===== config.mk =====
export PLATFORM = sky130hd
export DESIGN_NAME = lamp_panel
export DESIGN_NICKNAME = d
export VERILOG_FILES = /design/src/include/lamp_pkg.sv /design/src/hw/lamp_cell.sv /design/src/hw/lamp_panel.sv
export SDC_FILE = /design/constraint.sdc
export NUM_CORES = 2
export LEC_CHECK = 0
export BUFFER_PORTS_ARGS = -buffer_cell sky130_fd_sc_hd__buf_2
export CAP_MARGIN = 20
export CORE_MARGIN = 1
export CORE_UTILIZATION = 45
export CTS_CLUSTER_DIAMETER = 40
export CTS_CLUSTER_SIZE = 40
export DETAILED_ROUTE_END_ITERATION = 10
export PLACE_DENSITY_LB_ADDON = 0.25
export SYNTH_ARGS = -nofsm -noshare
export SYNTH_HDL_FRONTEND = slang
export SYNTH_SLANG_ARGS = --single-unit

===== constraint.sdc =====
create_clock -name ref_clk_i -period 8.2 [get_ports ref_clk_i]
set_input_delay 2.46 -clock ref_clk_i [delete_from_list [all_inputs] [get_ports ref_clk_i]]
set_output_delay 2.46 -clock ref_clk_i [all_outputs]
set_load 0.05 [all_outputs]

===== src/include/lamp_pkg.sv =====
package lamp_pkg;

   ////////////////////////////////////////////////////////////////////////
   // Sizes
   localparam int NUM_LAMPS = 8;   // Configurable lamps
   localparam int SIG_W = 32;      // Internal signal set
   localparam int SLOTS = 5;       // Trigger slots per lamp
   localparam int SEL_W = 6;       // Slot select, 0 = unassigned
   localparam int COL_W = 3;       // Colour select width
   localparam int ADDR_W = 8;      // Byte address width

   ////////////////////////////////////////////////////////////////////////
   // Register offsets (byte addresses)
   localparam logic [7:0] CTRL_OFS = 8'h00;
   localparam logic [7:0] STAT_OFS = 8'h04;
   localparam logic [7:0] LAMP_BASE = 8'h40;
   localparam logic [7:0] LAMP_STRIDE = 8'h10;
   localparam logic [3:0] TRIG_WORD = 4'h0;  // Slot selects
   localparam logic [3:0] CFG_WORD = 4'h4;   // Negate, mode, colours

   ////////////////////////////////////////////////////////////////////////
   // Field positions
   localparam int CTRL_PERMIT_BIT = 0;  // Remote clear permit
   localparam int CTRL_GSRC_LSB = 1;    // Global clear source select
   localparam int CTRL_RACK_BIT = 8;    // Remote ack, write one
   localparam int CFG_NEG_LSB = 0;
   localparam int CFG_MODE_LSB = 5;
   localparam int CFG_ON_LSB = 7;
   localparam int CFG_OFF_LSB = 10;
   localparam int CFG_CLR_LSB = 13;
   localparam int STAT_LATCH_LSB = 8;
   localparam int STAT_BOOT_BIT = 16;

   ////////////////////////////////////////////////////////////////////////
   // Reset values
   localparam logic [31:0] CTRL_RST = 32'h0000_0000;
   localparam logic [31:0] TRIG_RST = 32'h0000_0000;
   localparam logic [31:0] CFG_RST = 32'h0000_0000;

   ////////////////////////////////////////////////////////////////////////
   // Timing
   localparam int CLK_HZ = 125_000_000;
   localparam int FLASH_HALF_MS = 250;  // Flash half period
   localparam int FLASH_HALF_CYC = (CLK_HZ / 1000) * FLASH_HALF_MS;

   ////////////////////////////////////////////////////////////////////////
   // Enumerations
   typedef enum logic [2:0] {
      COL_NONE = 3'h0,
      COL_GREEN = 3'h1,
      COL_RED = 3'h2,
      COL_RED_FLASH = 3'h3,
      COL_GREEN_FLASH = 3'h4
   } colour_t;

   typedef enum logic [1:0] {
      LATCH_OFF = 2'h0,
      LATCH_ON = 2'h1,
      CLEAR_ON_ALARM_LATCH_MODE = 2'h2
   } latch_mode_t;

endpackage


===== src/hw/lamp_cell.sv =====
`timescale 1ns/100ps
module lamp_cell (
   // Clock and resets
   input wire logic ref_clk_i,
   input wire logic sys_rst_i,
   input wire logic retain_clr_i,
   // Signal set and configuration
   input wire logic [lamp_pkg::SIG_W-1:0] sig_i,
   input wire logic [lamp_pkg::SLOTS*lamp_pkg::SEL_W-1:0] slot_sel_i,
   input wire logic [lamp_pkg::SLOTS-1:0] slot_neg_i,
   input wire logic [1:0] mode_i,
   input wire logic [lamp_pkg::COL_W-1:0] on_colour_select_i,
   input wire logic [lamp_pkg::COL_W-1:0] off_colour_select_i,
   input wire logic [lamp_pkg::SEL_W-1:0] clr_sel_i,
   // Acknowledge requests and flash phase
   input wire logic group_ack_i,
   input wire logic alarm_ack_i,
   input wire logic flash_i,
   // Lamp drive and state
   output logic red_o,
   output logic green_o,
   output logic active_o,
   output logic latched_o
);
   import lamp_pkg::*;

   logic [SLOTS-1:0] slot_used;  // Slot has a valid select
   logic [SLOTS-1:0] slot_val;   // Slot contribution
   logic trig;                   // Combined trigger
   logic own_clr;                // Per-lamp clear source
   logic ack;                    // Any acknowledge this cycle
   logic release_ok;             // Latch may drop
   logic latch_r;
   logic [COL_W-1:0] col;

   ////////////////////////////////////////////////////////////////////////
   // Trigger slots
   for (genvar s = 0; s < SLOTS; s++) begin : g_slot
      logic [SEL_W-1:0] sel;
      assign sel = slot_sel_i[s*SEL_W +: SEL_W];
      // Selects past the signal set count as unassigned
      assign slot_used[s] = (sel != '0) && (sel <= SEL_W'(SIG_W));
      // Unassigned gives 0, negate ignored
      assign slot_val[s] = slot_used[s] &
         (sig_i[5'(sel - 6'h01)] ^ slot_neg_i[s]);
   end

   // Up to five slots ORed together
   assign trig = |slot_val;

   // Own clear source, only meaningful when latching
   assign own_clr = (clr_sel_i != '0) && (clr_sel_i <= SEL_W'(SIG_W)) &&
      (mode_i != LATCH_OFF) && sig_i[5'(clr_sel_i - 6'h01)];

   // Alarm acknowledge only for the alarm-cleared mode
   assign ack = group_ack_i | own_clr |
      (alarm_ack_i & (mode_i == CLEAR_ON_ALARM_LATCH_MODE));

   // Release needs all triggers gone; an early ack is dropped
   assign release_ok = ~trig & (ack | (mode_i == LATCH_OFF) |
      ~(|slot_used));

   ////////////////////////////////////////////////////////////////////////
   // Latch; untouched by system reset so restarts keep it
   always_ff @(posedge ref_clk_i) begin
      if (retain_clr_i) begin
         latch_r <= 1'b0;
      end else if (sys_rst_i) begin
         // Frozen while the rest of the block restarts
         latch_r <= latch_r;
      end else if (trig && (mode_i != LATCH_OFF)) begin
         latch_r <= 1'b1;
      end else if (release_ok) begin
         latch_r <= 1'b0;
      end
   end

   // Unlatched lamps follow the triggers directly
   assign active_o = trig | latch_r;
   assign latched_o = latch_r;

   // Colour by state
   assign col = active_o ? on_colour_select_i : off_colour_select_i;

   ////////////////////////////////////////////////////////////////////////
   // Registered lamp drive
   always_ff @(posedge ref_clk_i) begin
      if (sys_rst_i) begin
         red_o <= 1'b0;
         green_o <= 1'b0;
      end else begin
         red_o <= (col == COL_RED) | ((col == COL_RED_FLASH) & flash_i);
         green_o <= (col == COL_GREEN) |
            ((col == COL_GREEN_FLASH) & flash_i);
      end
   end

endmodule


===== src/hw/lamp_panel.sv =====
// Implementation choices: the Avalon-MM slave port and the placing of the registers.
`timescale 1ns/100ps
// Overview of operation
// - Each lamp ORs up to five triggers
// - Per-slot negate inverts that slot's trigger
// - Unassigned slot gives 0, negate ignored
// - Latched lamp holds state until acknowledged
// - Unlatched lamp follows combined trigger state
// - Own clear releases latch once triggers inactive
// - Active lamp shows selected on colour
// - Inactive lamp shows selected off colour
// - Release needs idle triggers plus clearing cause
// - Latched state survives system reset, not power-on clear
// - Global clear source acknowledges all lamps
// - Global and remote clear need permit
// - Protection alarm clears alarm-mode lamps
// - Panel clear key acknowledges latched lamps
// - Health lamp flashes green, then steady
module lamp_panel #(
   parameter int unsigned FLASH_CYC = lamp_pkg::FLASH_HALF_CYC
) (
   // Clock and resets
   input wire logic ref_clk_i,
   input wire logic sys_rst_i,
   input wire logic pwr_on_clr_i,
   // Avalon-MM slave
   input wire logic [lamp_pkg::ADDR_W-1:0] avs_address_i,
   input wire logic avs_read_i,
   input wire logic avs_write_i,
   input wire logic [31:0] avs_writedata_i,
   input wire logic [3:0] avs_byteenable_i,
   output logic [31:0] avs_readdata_o,
   output logic avs_waitrequest_o,
   // Internal protection signals
   input wire logic [lamp_pkg::SIG_W-1:0] sig_i,
   input wire logic prot_alarm_i,
   input wire logic boot_done_i,
   input wire logic prot_active_i,
   // Front panel key, asynchronous pin
   input wire logic clear_key_i,
   // Lamp drive
   output logic [lamp_pkg::NUM_LAMPS-1:0] lamp_red_o,
   output logic [lamp_pkg::NUM_LAMPS-1:0] lamp_green_o,
   output logic health_green_o
);
   import lamp_pkg::*;

   ////////////////////////////////////////////////////////////////////////
   // Register map
   //   CTRL   permit, global source, remote ack
   //   STATUS active and latched lamps, boot
   //   TRIG   five slot selects per lamp
   //   CFG    negate, mode, colours, own clear
   // Lamp words repeat every 16 bytes.
   // Select zero, or past the signal set,
   // leaves a slot unassigned.
   // Lamp settings and latches ride through a
   // system reset; only power-on clear
   // wipes them, so lamps come back as
   // they were after a restart.

   ////////////////////////////////////////////////////////////////////////
   // Declarations
   logic [31:0] ctrl_r;                  // Permit, global source
   logic [31:0] trig_r [NUM_LAMPS];      // Slot selects per lamp
   logic [31:0] cfg_r [NUM_LAMPS];       // Lamp options
   // Bus side
   logic rack_r;                         // Remote ack pulse
   logic ack_r;                          // Bus answer phase
   logic [31:0] rdata_r;                 // Read data holding
   logic req;                            // Request present
   logic wr_go;                          // Write takes effect
   logic ctrl_hit;
   logic stat_hit;
   logic lamp_hit;
   logic [7:0] lamp_ofs;                 // Offset inside lamp area
   logic [2:0] lamp_idx;                 // Selected lamp
   logic [31:0] rd_nxt;
   // Acknowledge sources
   logic [2:0] key_sync_r;               // Key synchroniser and edge
   logic key_press;
   logic [5:0] gsrc_sel;
   logic gsrc_val;                       // Global clear source level
   logic group_ack;
   // Lamp side
   logic [24:0] flash_cnt_r;
   logic flash_r;                        // Common flash phase
   logic [NUM_LAMPS-1:0] active;
   logic [NUM_LAMPS-1:0] latched;

   ////////////////////////////////////////////////////////////////////////
   // Byte lane merge for writes
   // Lanes with byteenable low keep their
   // old byte, so partial writes are safe
   function automatic logic [31:0] be_merge(input logic [31:0] old_v,
      input logic [31:0] new_v, input logic [3:0] be);
      logic [31:0] res;
      res = old_v;
      for (int b = 0; b < 4; b++) begin
         if (be[b]) begin
            res[b*8 +: 8] = new_v[b*8 +: 8];
         end
      end
      return res;
   endfunction

   ////////////////////////////////////////////////////////////////////////
   // Address decode
   assign req = avs_read_i | avs_write_i;
   assign wr_go = avs_write_i & ack_r;
   assign ctrl_hit = (avs_address_i == CTRL_OFS);
   assign stat_hit = (avs_address_i == STAT_OFS);
   assign lamp_ofs = avs_address_i - LAMP_BASE;
   assign lamp_idx = lamp_ofs[6:4];
   // Lamp area, only the two words of each lamp are mapped
   assign lamp_hit = (avs_address_i >= LAMP_BASE) &&
      (lamp_ofs < 8'(NUM_LAMPS * 16)) &&
      ((lamp_ofs[3:0] == TRIG_WORD) || (lamp_ofs[3:0] == CFG_WORD));

   // Unmapped words give no hit: reads return
   // zero, writes are dropped, same timing
   // One wait cycle on every access keeps read data registered
   assign avs_waitrequest_o = req & ~ack_r;
   assign avs_readdata_o = rdata_r;

   ////////////////////////////////////////////////////////////////////////
   // Answer phase: high for one cycle after a request is seen
   // Reset drops it; a pending request restarts
   always_ff @(posedge ref_clk_i) begin
      if (sys_rst_i) begin
         ack_r <= 1'b0;
      end else begin
         // One cycle per request; the held request
         // then sees waitrequest low and completes
         ack_r <= req & ~ack_r;
      end
   end

   ////////////////////////////////////////////////////////////////////////
   // Read mux; unmapped addresses read zero
   // Status is live as of the first read edge
   always_comb begin
      rd_nxt = 32'h0000_0000;
      if (ctrl_hit) begin
         // Remote ack bit is a strobe and reads back zero
         rd_nxt = ctrl_r;
         rd_nxt[CTRL_RACK_BIT] = 1'b0;
      end else if (stat_hit) begin
         rd_nxt[NUM_LAMPS-1:0] = active;
         rd_nxt[STAT_LATCH_LSB +: NUM_LAMPS] = latched;
         rd_nxt[STAT_BOOT_BIT] = boot_done_i;
      end else if (lamp_hit) begin
         if (lamp_ofs[3:0] == TRIG_WORD) begin
            rd_nxt = trig_r[lamp_idx];
         end else begin
            rd_nxt = cfg_r[lamp_idx];
         end
      end
   end

   // Read data captured while waitrequest is high
   always_ff @(posedge ref_clk_i) begin
      if (sys_rst_i) begin
         rdata_r <= 32'h0000_0000;
      end else if (avs_read_i && !ack_r) begin
         // Taken at the first edge of the read, so
         // data stand while waitrequest is low
         rdata_r <= rd_nxt;
      end
   end

   ////////////////////////////////////////////////////////////////////////
   // Control register; strobe bit never stored
   always_ff @(posedge ref_clk_i) begin
      if (sys_rst_i) begin
         ctrl_r <= CTRL_RST;
      end else if (wr_go && ctrl_hit) begin
         // Only permit and source are kept; the
         // rest reads zero, as software expects
         ctrl_r <= be_merge(ctrl_r, avs_writedata_i, avs_byteenable_i) &
            32'h0000_007F;
      end
   end

   // Remote all-lamp acknowledge, one cycle pulse
   // Acts the cycle after the write edge, with
   // the permit of that write already in force
   always_ff @(posedge ref_clk_i) begin
      if (sys_rst_i) begin
         rack_r <= 1'b0;
      end else begin
         rack_r <= wr_go & ctrl_hit & avs_byteenable_i[1] &
            avs_writedata_i[CTRL_RACK_BIT];
      end
   end

   ////////////////////////////////////////////////////////////////////////
   // Lamp configuration words, cleared at power-on only; a
   // system reset must not touch them, or latched lamps would
   // lose mode and colours and drop right after it
   always_ff @(posedge ref_clk_i) begin
      if (pwr_on_clr_i) begin
         for (int i = 0; i < NUM_LAMPS; i++) begin
            trig_r[i] <= TRIG_RST;
            cfg_r[i] <= CFG_RST;
         end
      end else if (wr_go && lamp_hit) begin
         if (lamp_ofs[3:0] == TRIG_WORD) begin
            trig_r[lamp_idx] <= be_merge(trig_r[lamp_idx],
               avs_writedata_i, avs_byteenable_i);
         end else begin
            cfg_r[lamp_idx] <= be_merge(cfg_r[lamp_idx],
               avs_writedata_i, avs_byteenable_i);
         end
      end
   end

   ////////////////////////////////////////////////////////////////////////
   // Clear key: two flops, then a third for the press edge
   always_ff @(posedge ref_clk_i) begin
      if (sys_rst_i) begin
         key_sync_r <= 3'h0;
      end else begin
         key_sync_r <= {key_sync_r[1:0], clear_key_i};
      end
   end

   // The second and third flops feed logic; the first may
   // be metastable, the third keeps the last level
   // A press is one acknowledge; holding the key adds nothing
   assign key_press = key_sync_r[1] & ~key_sync_r[2];

   ////////////////////////////////////////////////////////////////////////
   // Global clear source from the signal set
   assign gsrc_sel = ctrl_r[CTRL_GSRC_LSB +: SEL_W];
   assign gsrc_val = (gsrc_sel != '0) && (gsrc_sel <= SEL_W'(SIG_W)) &&
      sig_i[5'(gsrc_sel - 6'h01)];

   // Global source is a level: held high it
   // clears lamps once their triggers go idle
   // Remote paths gated by the permit; panel key is always honoured
   assign group_ack = key_press |
      (ctrl_r[CTRL_PERMIT_BIT] & (gsrc_val | rack_r));

   ////////////////////////////////////////////////////////////////////////
   // Flash phase shared by all lamps so they blink together
   // Half period is FLASH_CYC cycles; the
   // bench shortens it, hardware keeps it
   // Flash colours are lit while phase is high
   always_ff @(posedge ref_clk_i) begin
      if (sys_rst_i) begin
         flash_cnt_r <= 25'h0;
         flash_r <= 1'b0;
      end else if (flash_cnt_r == 25'(FLASH_CYC - 1)) begin
         flash_cnt_r <= 25'h0;
         flash_r <= ~flash_r;
      end else begin
         flash_cnt_r <= flash_cnt_r + 25'h1;
      end
   end

   ////////////////////////////////////////////////////////////////////////
   // Lamps
   for (genvar i = 0; i < NUM_LAMPS; i++) begin : g_lamp
      // Each cell sees its own two words and
      // the shared acknowledge, flash and
      // signal set
      lamp_cell u_cell (
         .ref_clk_i(ref_clk_i),
         .sys_rst_i(sys_rst_i),
         .retain_clr_i(pwr_on_clr_i),
         .sig_i(sig_i),
         .slot_sel_i(trig_r[i][SLOTS*SEL_W-1:0]),
         .slot_neg_i(cfg_r[i][CFG_NEG_LSB +: SLOTS]),
         .mode_i(cfg_r[i][CFG_MODE_LSB +: 2]),
         .on_colour_select_i(cfg_r[i][CFG_ON_LSB +: COL_W]),
         .off_colour_select_i(cfg_r[i][CFG_OFF_LSB +: COL_W]),
         .clr_sel_i(cfg_r[i][CFG_CLR_LSB +: SEL_W]),
         .group_ack_i(group_ack),
         .alarm_ack_i(prot_alarm_i),
         .flash_i(flash_r),
         .red_o(lamp_red_o[i]),
         .green_o(lamp_green_o[i]),
         .active_o(active[i]),
         .latched_o(latched[i])
      );
   end

   ////////////////////////////////////////////////////////////////////////
   // Health lamp: fixed, flashing while booting, steady once protecting
   // No setting reaches this lamp; it shows
   // boot and protection state only,
   // never a latch
   always_ff @(posedge ref_clk_i) begin
      if (sys_rst_i) begin
         health_green_o <= 1'b0;
      end else if (!boot_done_i) begin
         health_green_o <= flash_r;
      end else begin
         health_green_o <= prot_active_i;
      end
   end

endmodule


# Word level (Yosys, flattened, before mapping)
# Memory sizes are Yosys's and may differ from the RTL's.
# Index checks and enable logic that the tools add are counted.
# W data, S select, Z words.
[word_totals] in_bits=85 mem_bits_rw=512 mem_count=2 word_cells=786 ff_bits=95 out_inout_bits=50
[classes] eq_ne=43 bitwise_logic=198 magnitude_cmp=100 n_addsub=51 muxes=176 reduce_logical=184
[mem_list] name="cfg_r" words=8 word_bits=32 read_ports=9 rd_ports_with_merged_regs=0 write_ports=8 line="lamp_panel.sv:66" text="logic [31:0] cfg_r [NUM_LAMPS];"
[mem_list] name="trig_r" words=8 word_bits=32 read_ports=9 rd_ports_with_merged_regs=0 write_ports=8 line="lamp_panel.sv:65" text="logic [31:0] trig_r [NUM_LAMPS];"
[op_table] op="$le A6 B6 Y1 const B" count=49
[op_table] op="$lt A5 B6 Y1 const B" count=49
[op_table] op="$reduce_bool A6 Y1" count=49
[op_table] op="$mux W8" count=32
[op_table] op="$bmux W1 S5" count=49
[op_table] op="$sub A5 B1 Y5 const B" count=49
[op_table] op="$mux W32" count=5
[op_table] op="$reduce_or A5 Y1" count=16
[op_table] op="$and A1 B1 Y1" count=79
[op_table] op="$logic_and A1 B1 Y1" count=79
[op_table] op="$mux W1" count=78
[op_table] op="$reduce_or A32 Y1" count=2
[op_table] op="$or A1 B1 Y1" count=59
[op_table] op="$eq A3 B2 Y1 const B" count=16
[op_table] op="$xor A1 B1 Y1" count=40
[op_table] op="$reduce_bool A2 Y1" count=16
[op_table] op="$mux W3" count=10
[op_table] op="$add A25 B1 Y25 const B" count=1
[op_table] op="$eq A25 B25 Y1 const B" count=1
[op_table] op="$eq A3 B1 Y1 const B" count=8
[op_table] op="$eq A3 B3 Y1 const B" count=8
[op_table] op="$not A1 Y1" count=20
[op_table] op="$reduce_and A2 Y1" count=9
[op_table] op="$mux W17" count=1
[op_table] op="other kinds (13)" count=27

# Logic depth before layout (Yosys ltp)
[depth] ltp_word=14 depth_mapped=14 ltp_nobuf=12

# By module
# From an unflattened synthesis, not the netlist that was laid out.
[hier_totals] cells_unflattened=4377 hier_area_um2=47421.7
[by_module_without_submodules] mod="lamp_panel" area_per_inst_um2=26581.7 cells_each=2161 seq_area_each_um2=16796.1 instances=1
[by_module_without_submodules] mod="lamp_cell" area_per_inst_um2=2605.0 cells_each=277 seq_area_each_um2=60.1 instances=8

# Least setup slack after synthesis
# OpenSTA, ideal clock, no wires.
[synth_timing] path_type="input-to-output" start="in avs_write_i" end="out avs_waitrequest_o" t_required_ps=5740 stages=2 path_slack_ps=2598 arrival_time_ps=3142 path_cell_list="nor2_1 nor2_1"
[synth_between] elab_chain_len=2
[synth_rtl] item="from (decl)" line="lamp_panel.sv:29" text="input wire logic avs_write_i,"
[synth_rtl] item="$or A1 B1 Y1" line="lamp_panel.sv:109" text="assign req = avs_read_i | avs_write_i;"
[synth_rtl] item="$and A1 B1 Y1" line="lamp_panel.sv:123" text="assign avs_waitrequest_o = req & ~ack_r;"
[synth_rtl] item="to (decl)" line="lamp_panel.sv:33" text="output logic avs_waitrequest_o,"
# No other way between the ends.

# Worst setup path after layout
[layout_timing] start="in sig_i[14] (netlist bit)" end="reg g_lamp[4].u_cell.red_o"
[layout_between] elab_chain_len=10 elab_cells_between_ends=27
[layout_rtl] item="from (decl)" line="lamp_panel.sv:35" text="input wire logic [lamp_pkg::SIG_W-1:0] sig_i,"
[layout_rtl] item="$bmux W1 S5" line="lamp_cell.sv:45" text="(sig_i[5'(sel - 6'h01)] ^ slot_neg_i[s]);"
[layout_rtl] item="$mux W1 (implied by the code)" line="lamp_cell.sv:45"
[layout_rtl] item="$xor A1 B1 Y1" line="lamp_cell.sv:45"
[layout_rtl] item="$and A1 B1 Y1" line="lamp_cell.sv:44" text="assign slot_val[s] = slot_used[s] &"
[layout_rtl] item="$reduce_or A5 Y1 (*)" line="lamp_cell.sv:49" text="assign trig = |slot_val;"
[layout_rtl] item="$or A1 B1 Y1 (*)" line="lamp_cell.sv:79" text="assign active_o = trig | latch_r;"
[layout_rtl] item="$mux W3 (*)" line="lamp_cell.sv:83" text="assign col = active_o ? on_colour_select_i : off_colour_select_i;"
[layout_rtl] item="$eq A3 B2 Y1" line="lamp_cell.sv:92" text="red_o <= (col == COL_RED) | ((col == COL_RED_FLASH) & flash_i);"
[layout_rtl] item="$and A1 B1 Y1" line="lamp_cell.sv:92"
[layout_rtl] item="$or A1 B1 Y1 (*)" line="lamp_cell.sv:92"
[layout_rtl] item="to (signal assigned)" line="lamp_cell.sv:92"
[layout_rtl] item="to (decl)" line="lamp_cell.sv:20" text="output logic red_o,"
# Mark *: on every way between the ends. The rest lies on a longest branch, timed or not. The select of a mux whose other input is x is not followed.
# A chain may end at the register's enable or synchronous reset.

==> key figures <==
STA
  – Least-Margin Pin Slew: 1.21 ns
  – Setup TNS: 0 ns
  – Fin. max-slew vios: 0
  – Final worst slack: 2.29 ns
  – RSZ-0062 raised after global routing: false
  – Skew final: approximately 0.044 ns
  – Post-route minimum period: around 6 ns
  – Finish-stage setup viols: 0
  – Final period util: 0.721
  – Slew headroom: 0.189
  – Fmax: approximately 0.17 GHz
  – Hold Fails Final Rpt: 0

CTS
  – H-tree depth: 3
  – CTS root buffer: clkbuf_16
  – Clock net sink count: 607
  – Postcts setup bufs: 0
  – CTS max path bufs: 3
  – Post-CTS Resized: 0
  – CTS tree: built
  – Clock latency on the worst-skew pair: about 0.68 ns
  – Worst-path clk slew: about 0.06 ns
  – CTS Buf Count: between 90 and 100
  – Hold-fix buffers at CTS: 0

GRT
  – GRT overflow: 0
  – Vias in the first global route: around 35000
  – GRT Util Overall: 0.357
  – First-pass GRT wire length: roughly 260000 microns
  – Initial antenna violation count: 0
  – Largest net degree at the start of global routing: about 70

Pwr
  – Peak supply drop: about 0.18 mV
  – Pint: between 6000 and 7000 uW
  – Seq pwr share: 0.373
  – Power per cell area: 197 mW/mm^2
  – Gate power share: 0.186
  – Switch share: 0.306
  – NetSw: 2950 uW
  – Clock share of power: 0.441
  – Lkg Pwr: 0.0177 uW

Die
  – DIE WIDTH: about 320 microns
  – Core box area: between 0.09 and 0.1 sq mm
  – Die H: ~320 microns
  – Initial Utilization: 0.456
  – Standard-cell rows: between 100 and 150
  – IO Count: roughly 140
  – Die area: between 0.09 and 0.1 sq mm

Yosys
  – Avg Synthesized Cell Area: 10.9 sq um
  – Synth area leaders: edfxtp_1, mux4_2, mux2i_1, nor2_1, a22oi_1
  – Synth top area share: 0.347
  – Mapped Cells: 4071
  – Main synth FF type: edfxtp_1
  – Number of enable flip-flop cells after synthesis: 512
  – Yosys warnings: 0
  – Syn Nets: ~4200
  – Area leader, netlist: edfxtp_1
  – Synth Cell Area: 0.0443 sq mm
  – Post-synthesis sequential area ratio: 0.390
  – Top cells by count, synth: nor2_1, edfxtp_1, mux2i_1
  – Synth unique cells: 62
  – Most common cell in the synthesized netlist: nor2_1
  – Yosys reg bits: just over 600
  – FFs w/ async S/R, synth: 0

Place
  – Place WS: about 1.7 ns
  – HPWL Detailed: roughly 120000 microns
  – Post-Place Cells: about 5000
  – RD Place Congestion: approximately 1.0
  – Placed standard-cell area: between 0.04 and 0.05 sq mm
  – Port-buffer cells: between 100 and 150

Run status
  – Status: finished clean

Worst setup path
  – Crit-path max FO: 42
  – Worst Setup SP: sig_i[14]
  – CP max-delay cell: buf_2
  – Worst path most repeated cell: mux2i_1
  – Critical path cell sequence: buf_2 -> buf_4 -> mux2i_1 -> mux4_2 -> mux2i_1 -> mux2i_1 -> xor2_1 -> o22ai_1 -> nor3_1 -> nand2b_1 -> or3b_1 -> a221oi_1
  – Crit start category: primary input
  – Reg-to-Reg Start: trig_r[3][18]
  – Crit path DAT: about 6.5 ns
  – Register-to-register setup slack: 3.20 ns
  – Crit path to: g_lamp[4].u_cell.red_o
  – Reg2Reg Depth: 12
  – CP peak stage delay: ~0.72 ns
  – Critical Path End Type: flip-flop
  – Critical Path RT: about 9 ns
  – Reg-to-reg critical path endpoint: g_lamp[3].u_cell.red_o
  – Crit path kind: primary input to flip-flop

Finish
  – Non-Filler Instances: 5328
  – Syn-to-layout area delta: 10.8%
  – Final nets: 4112
  – Layout cells sized above 1: 0.198
  – Final instance area: between 0.04 and 0.05 sq mm

Job
  – Max-cap viol count: 0

Routing
  – Detailed Route WL: roughly 180000 microns
  – Via count: ~37000
  – Via-to-Cell Ratio: 6.89
  – Routed WL per cell: 33.6 microns
  – Initial detailed-routing violation count: around 5700
  – Final ANT Viol Nets: 0
  – DR DRC count: 0
  – Number of detailed-route iterations in the first pass: 6

Worst hold path
  – Hold Path Class: flip-flop to flip-flop
## final cells by class
type	count	area [sq um]
fillers	8619	48000
multi-input cells	2927	24900
flip-flops and latches	607	17300
clock buffers	104	2460
well taps	1276	1600
repair buffers	226	1440
clock inverters	76	903
inverters	111	417
diodes	1	2.50
## critical path: cells and delay by family
family	cells	cell delay, ns
and+or+nand+nor	3	1.43
buffers and inverters	2	1.04
muxes	4	0.87
AOI/OAI and AO/OA	2	0.44
xor gates and xnor gates	1	0.18
## state kept, by name, summed over array words and instances (netlist names)
| name | cells |
|---|---|
| g_lamp.u_cell.green_o | 8 |
| ack_r | 1 |
| rack_r | 1 |
| g_lamp.u_cell.latched_o | 8 |
| trig_r | 256 |
| cfg_r | 256 |
| g_lamp.u_cell.red_o | 8 |
| avs_readdata_o | 32 |
| key_sync_r | 3 |
| flash_cnt_r | 25 |
| flash_r | 1 |
| health_green_o | 1 |
| ctrl_r | 7 |
## per-layer routing
layer	wire length, microns	global-route usage	up-vias
li1	-	-	15123
met1	64000	0.451	18132
met2	79400	0.539	2796
met3	21600	0.0910	653
met4	14200	0.242	0
met5	0	0	-
## worst min path at each step
stage                              from             to  slack (ns)  cells past startpoint
after CTS                 key_sync_r[0]  key_sync_r[1]        0.45                      1
after global placement    key_sync_r[0]  key_sync_r[1]        0.43                      1
final                     key_sync_r[0]  key_sync_r[1]        0.45                      1
after detailed placement  key_sync_r[0]  key_sync_r[1]        0.43                      1
after floorplan           key_sync_r[1]  key_sync_r[2]        0.41                      2
after global routing      key_sync_r[0]  key_sync_r[1]        0.48                      1
## kinds of logic after synthesis
| kind of cell | Yosys count | share of synthesized area |
|---|---|---|
| simple gates | 1298 | 0.137 |
| mux | 754 | 0.268 |
| flops | 607 | 0.390 |
| compound gates | 553 | 0.0874 |
| buf+inv | 537 | 0.0488 |
| xor+xnor | 263 | 0.0520 |
| fa+ha+maj | 59 | 0.0167 |
## power by group through the flow
stage	registers, uW	clock network [uW]	logic (uW)
2_1_floorplan	3570	0	1160
3_3_place_gp	3650	0	1710
3_5_place_dp	3650	0	1720
4_1_cts	3590	4260	1730
5_1_grt	3610	4390	1840
6_report	3600	4250	1790
## placed cells by master, fill, tap and decap left out, types with 94 or more instances in the layout
master     count
clkbuf_16     97
nand2_1       94
xor2_1       130
mux2i_1      395
buf_2        134
nor3_1        97
nor2_1       732
edfxtp_1     512
inv_1        110
mux4_2       343
a22oi_1      290
dfxtp_1       95
xnor2_1      133
## metrics by stage
stage               power, uW  hold slack (ns)   util
global route             9830            0.480  0.506
detailed placement       5380            0.434  0.470
CTS                      9580            0.454  0.505
global placement         5360            0.429  0.470
floorplan                4740            0.410      -
finish                   9640            0.451  0.506
Note: power is estimated with default switching activity, not from simulation.
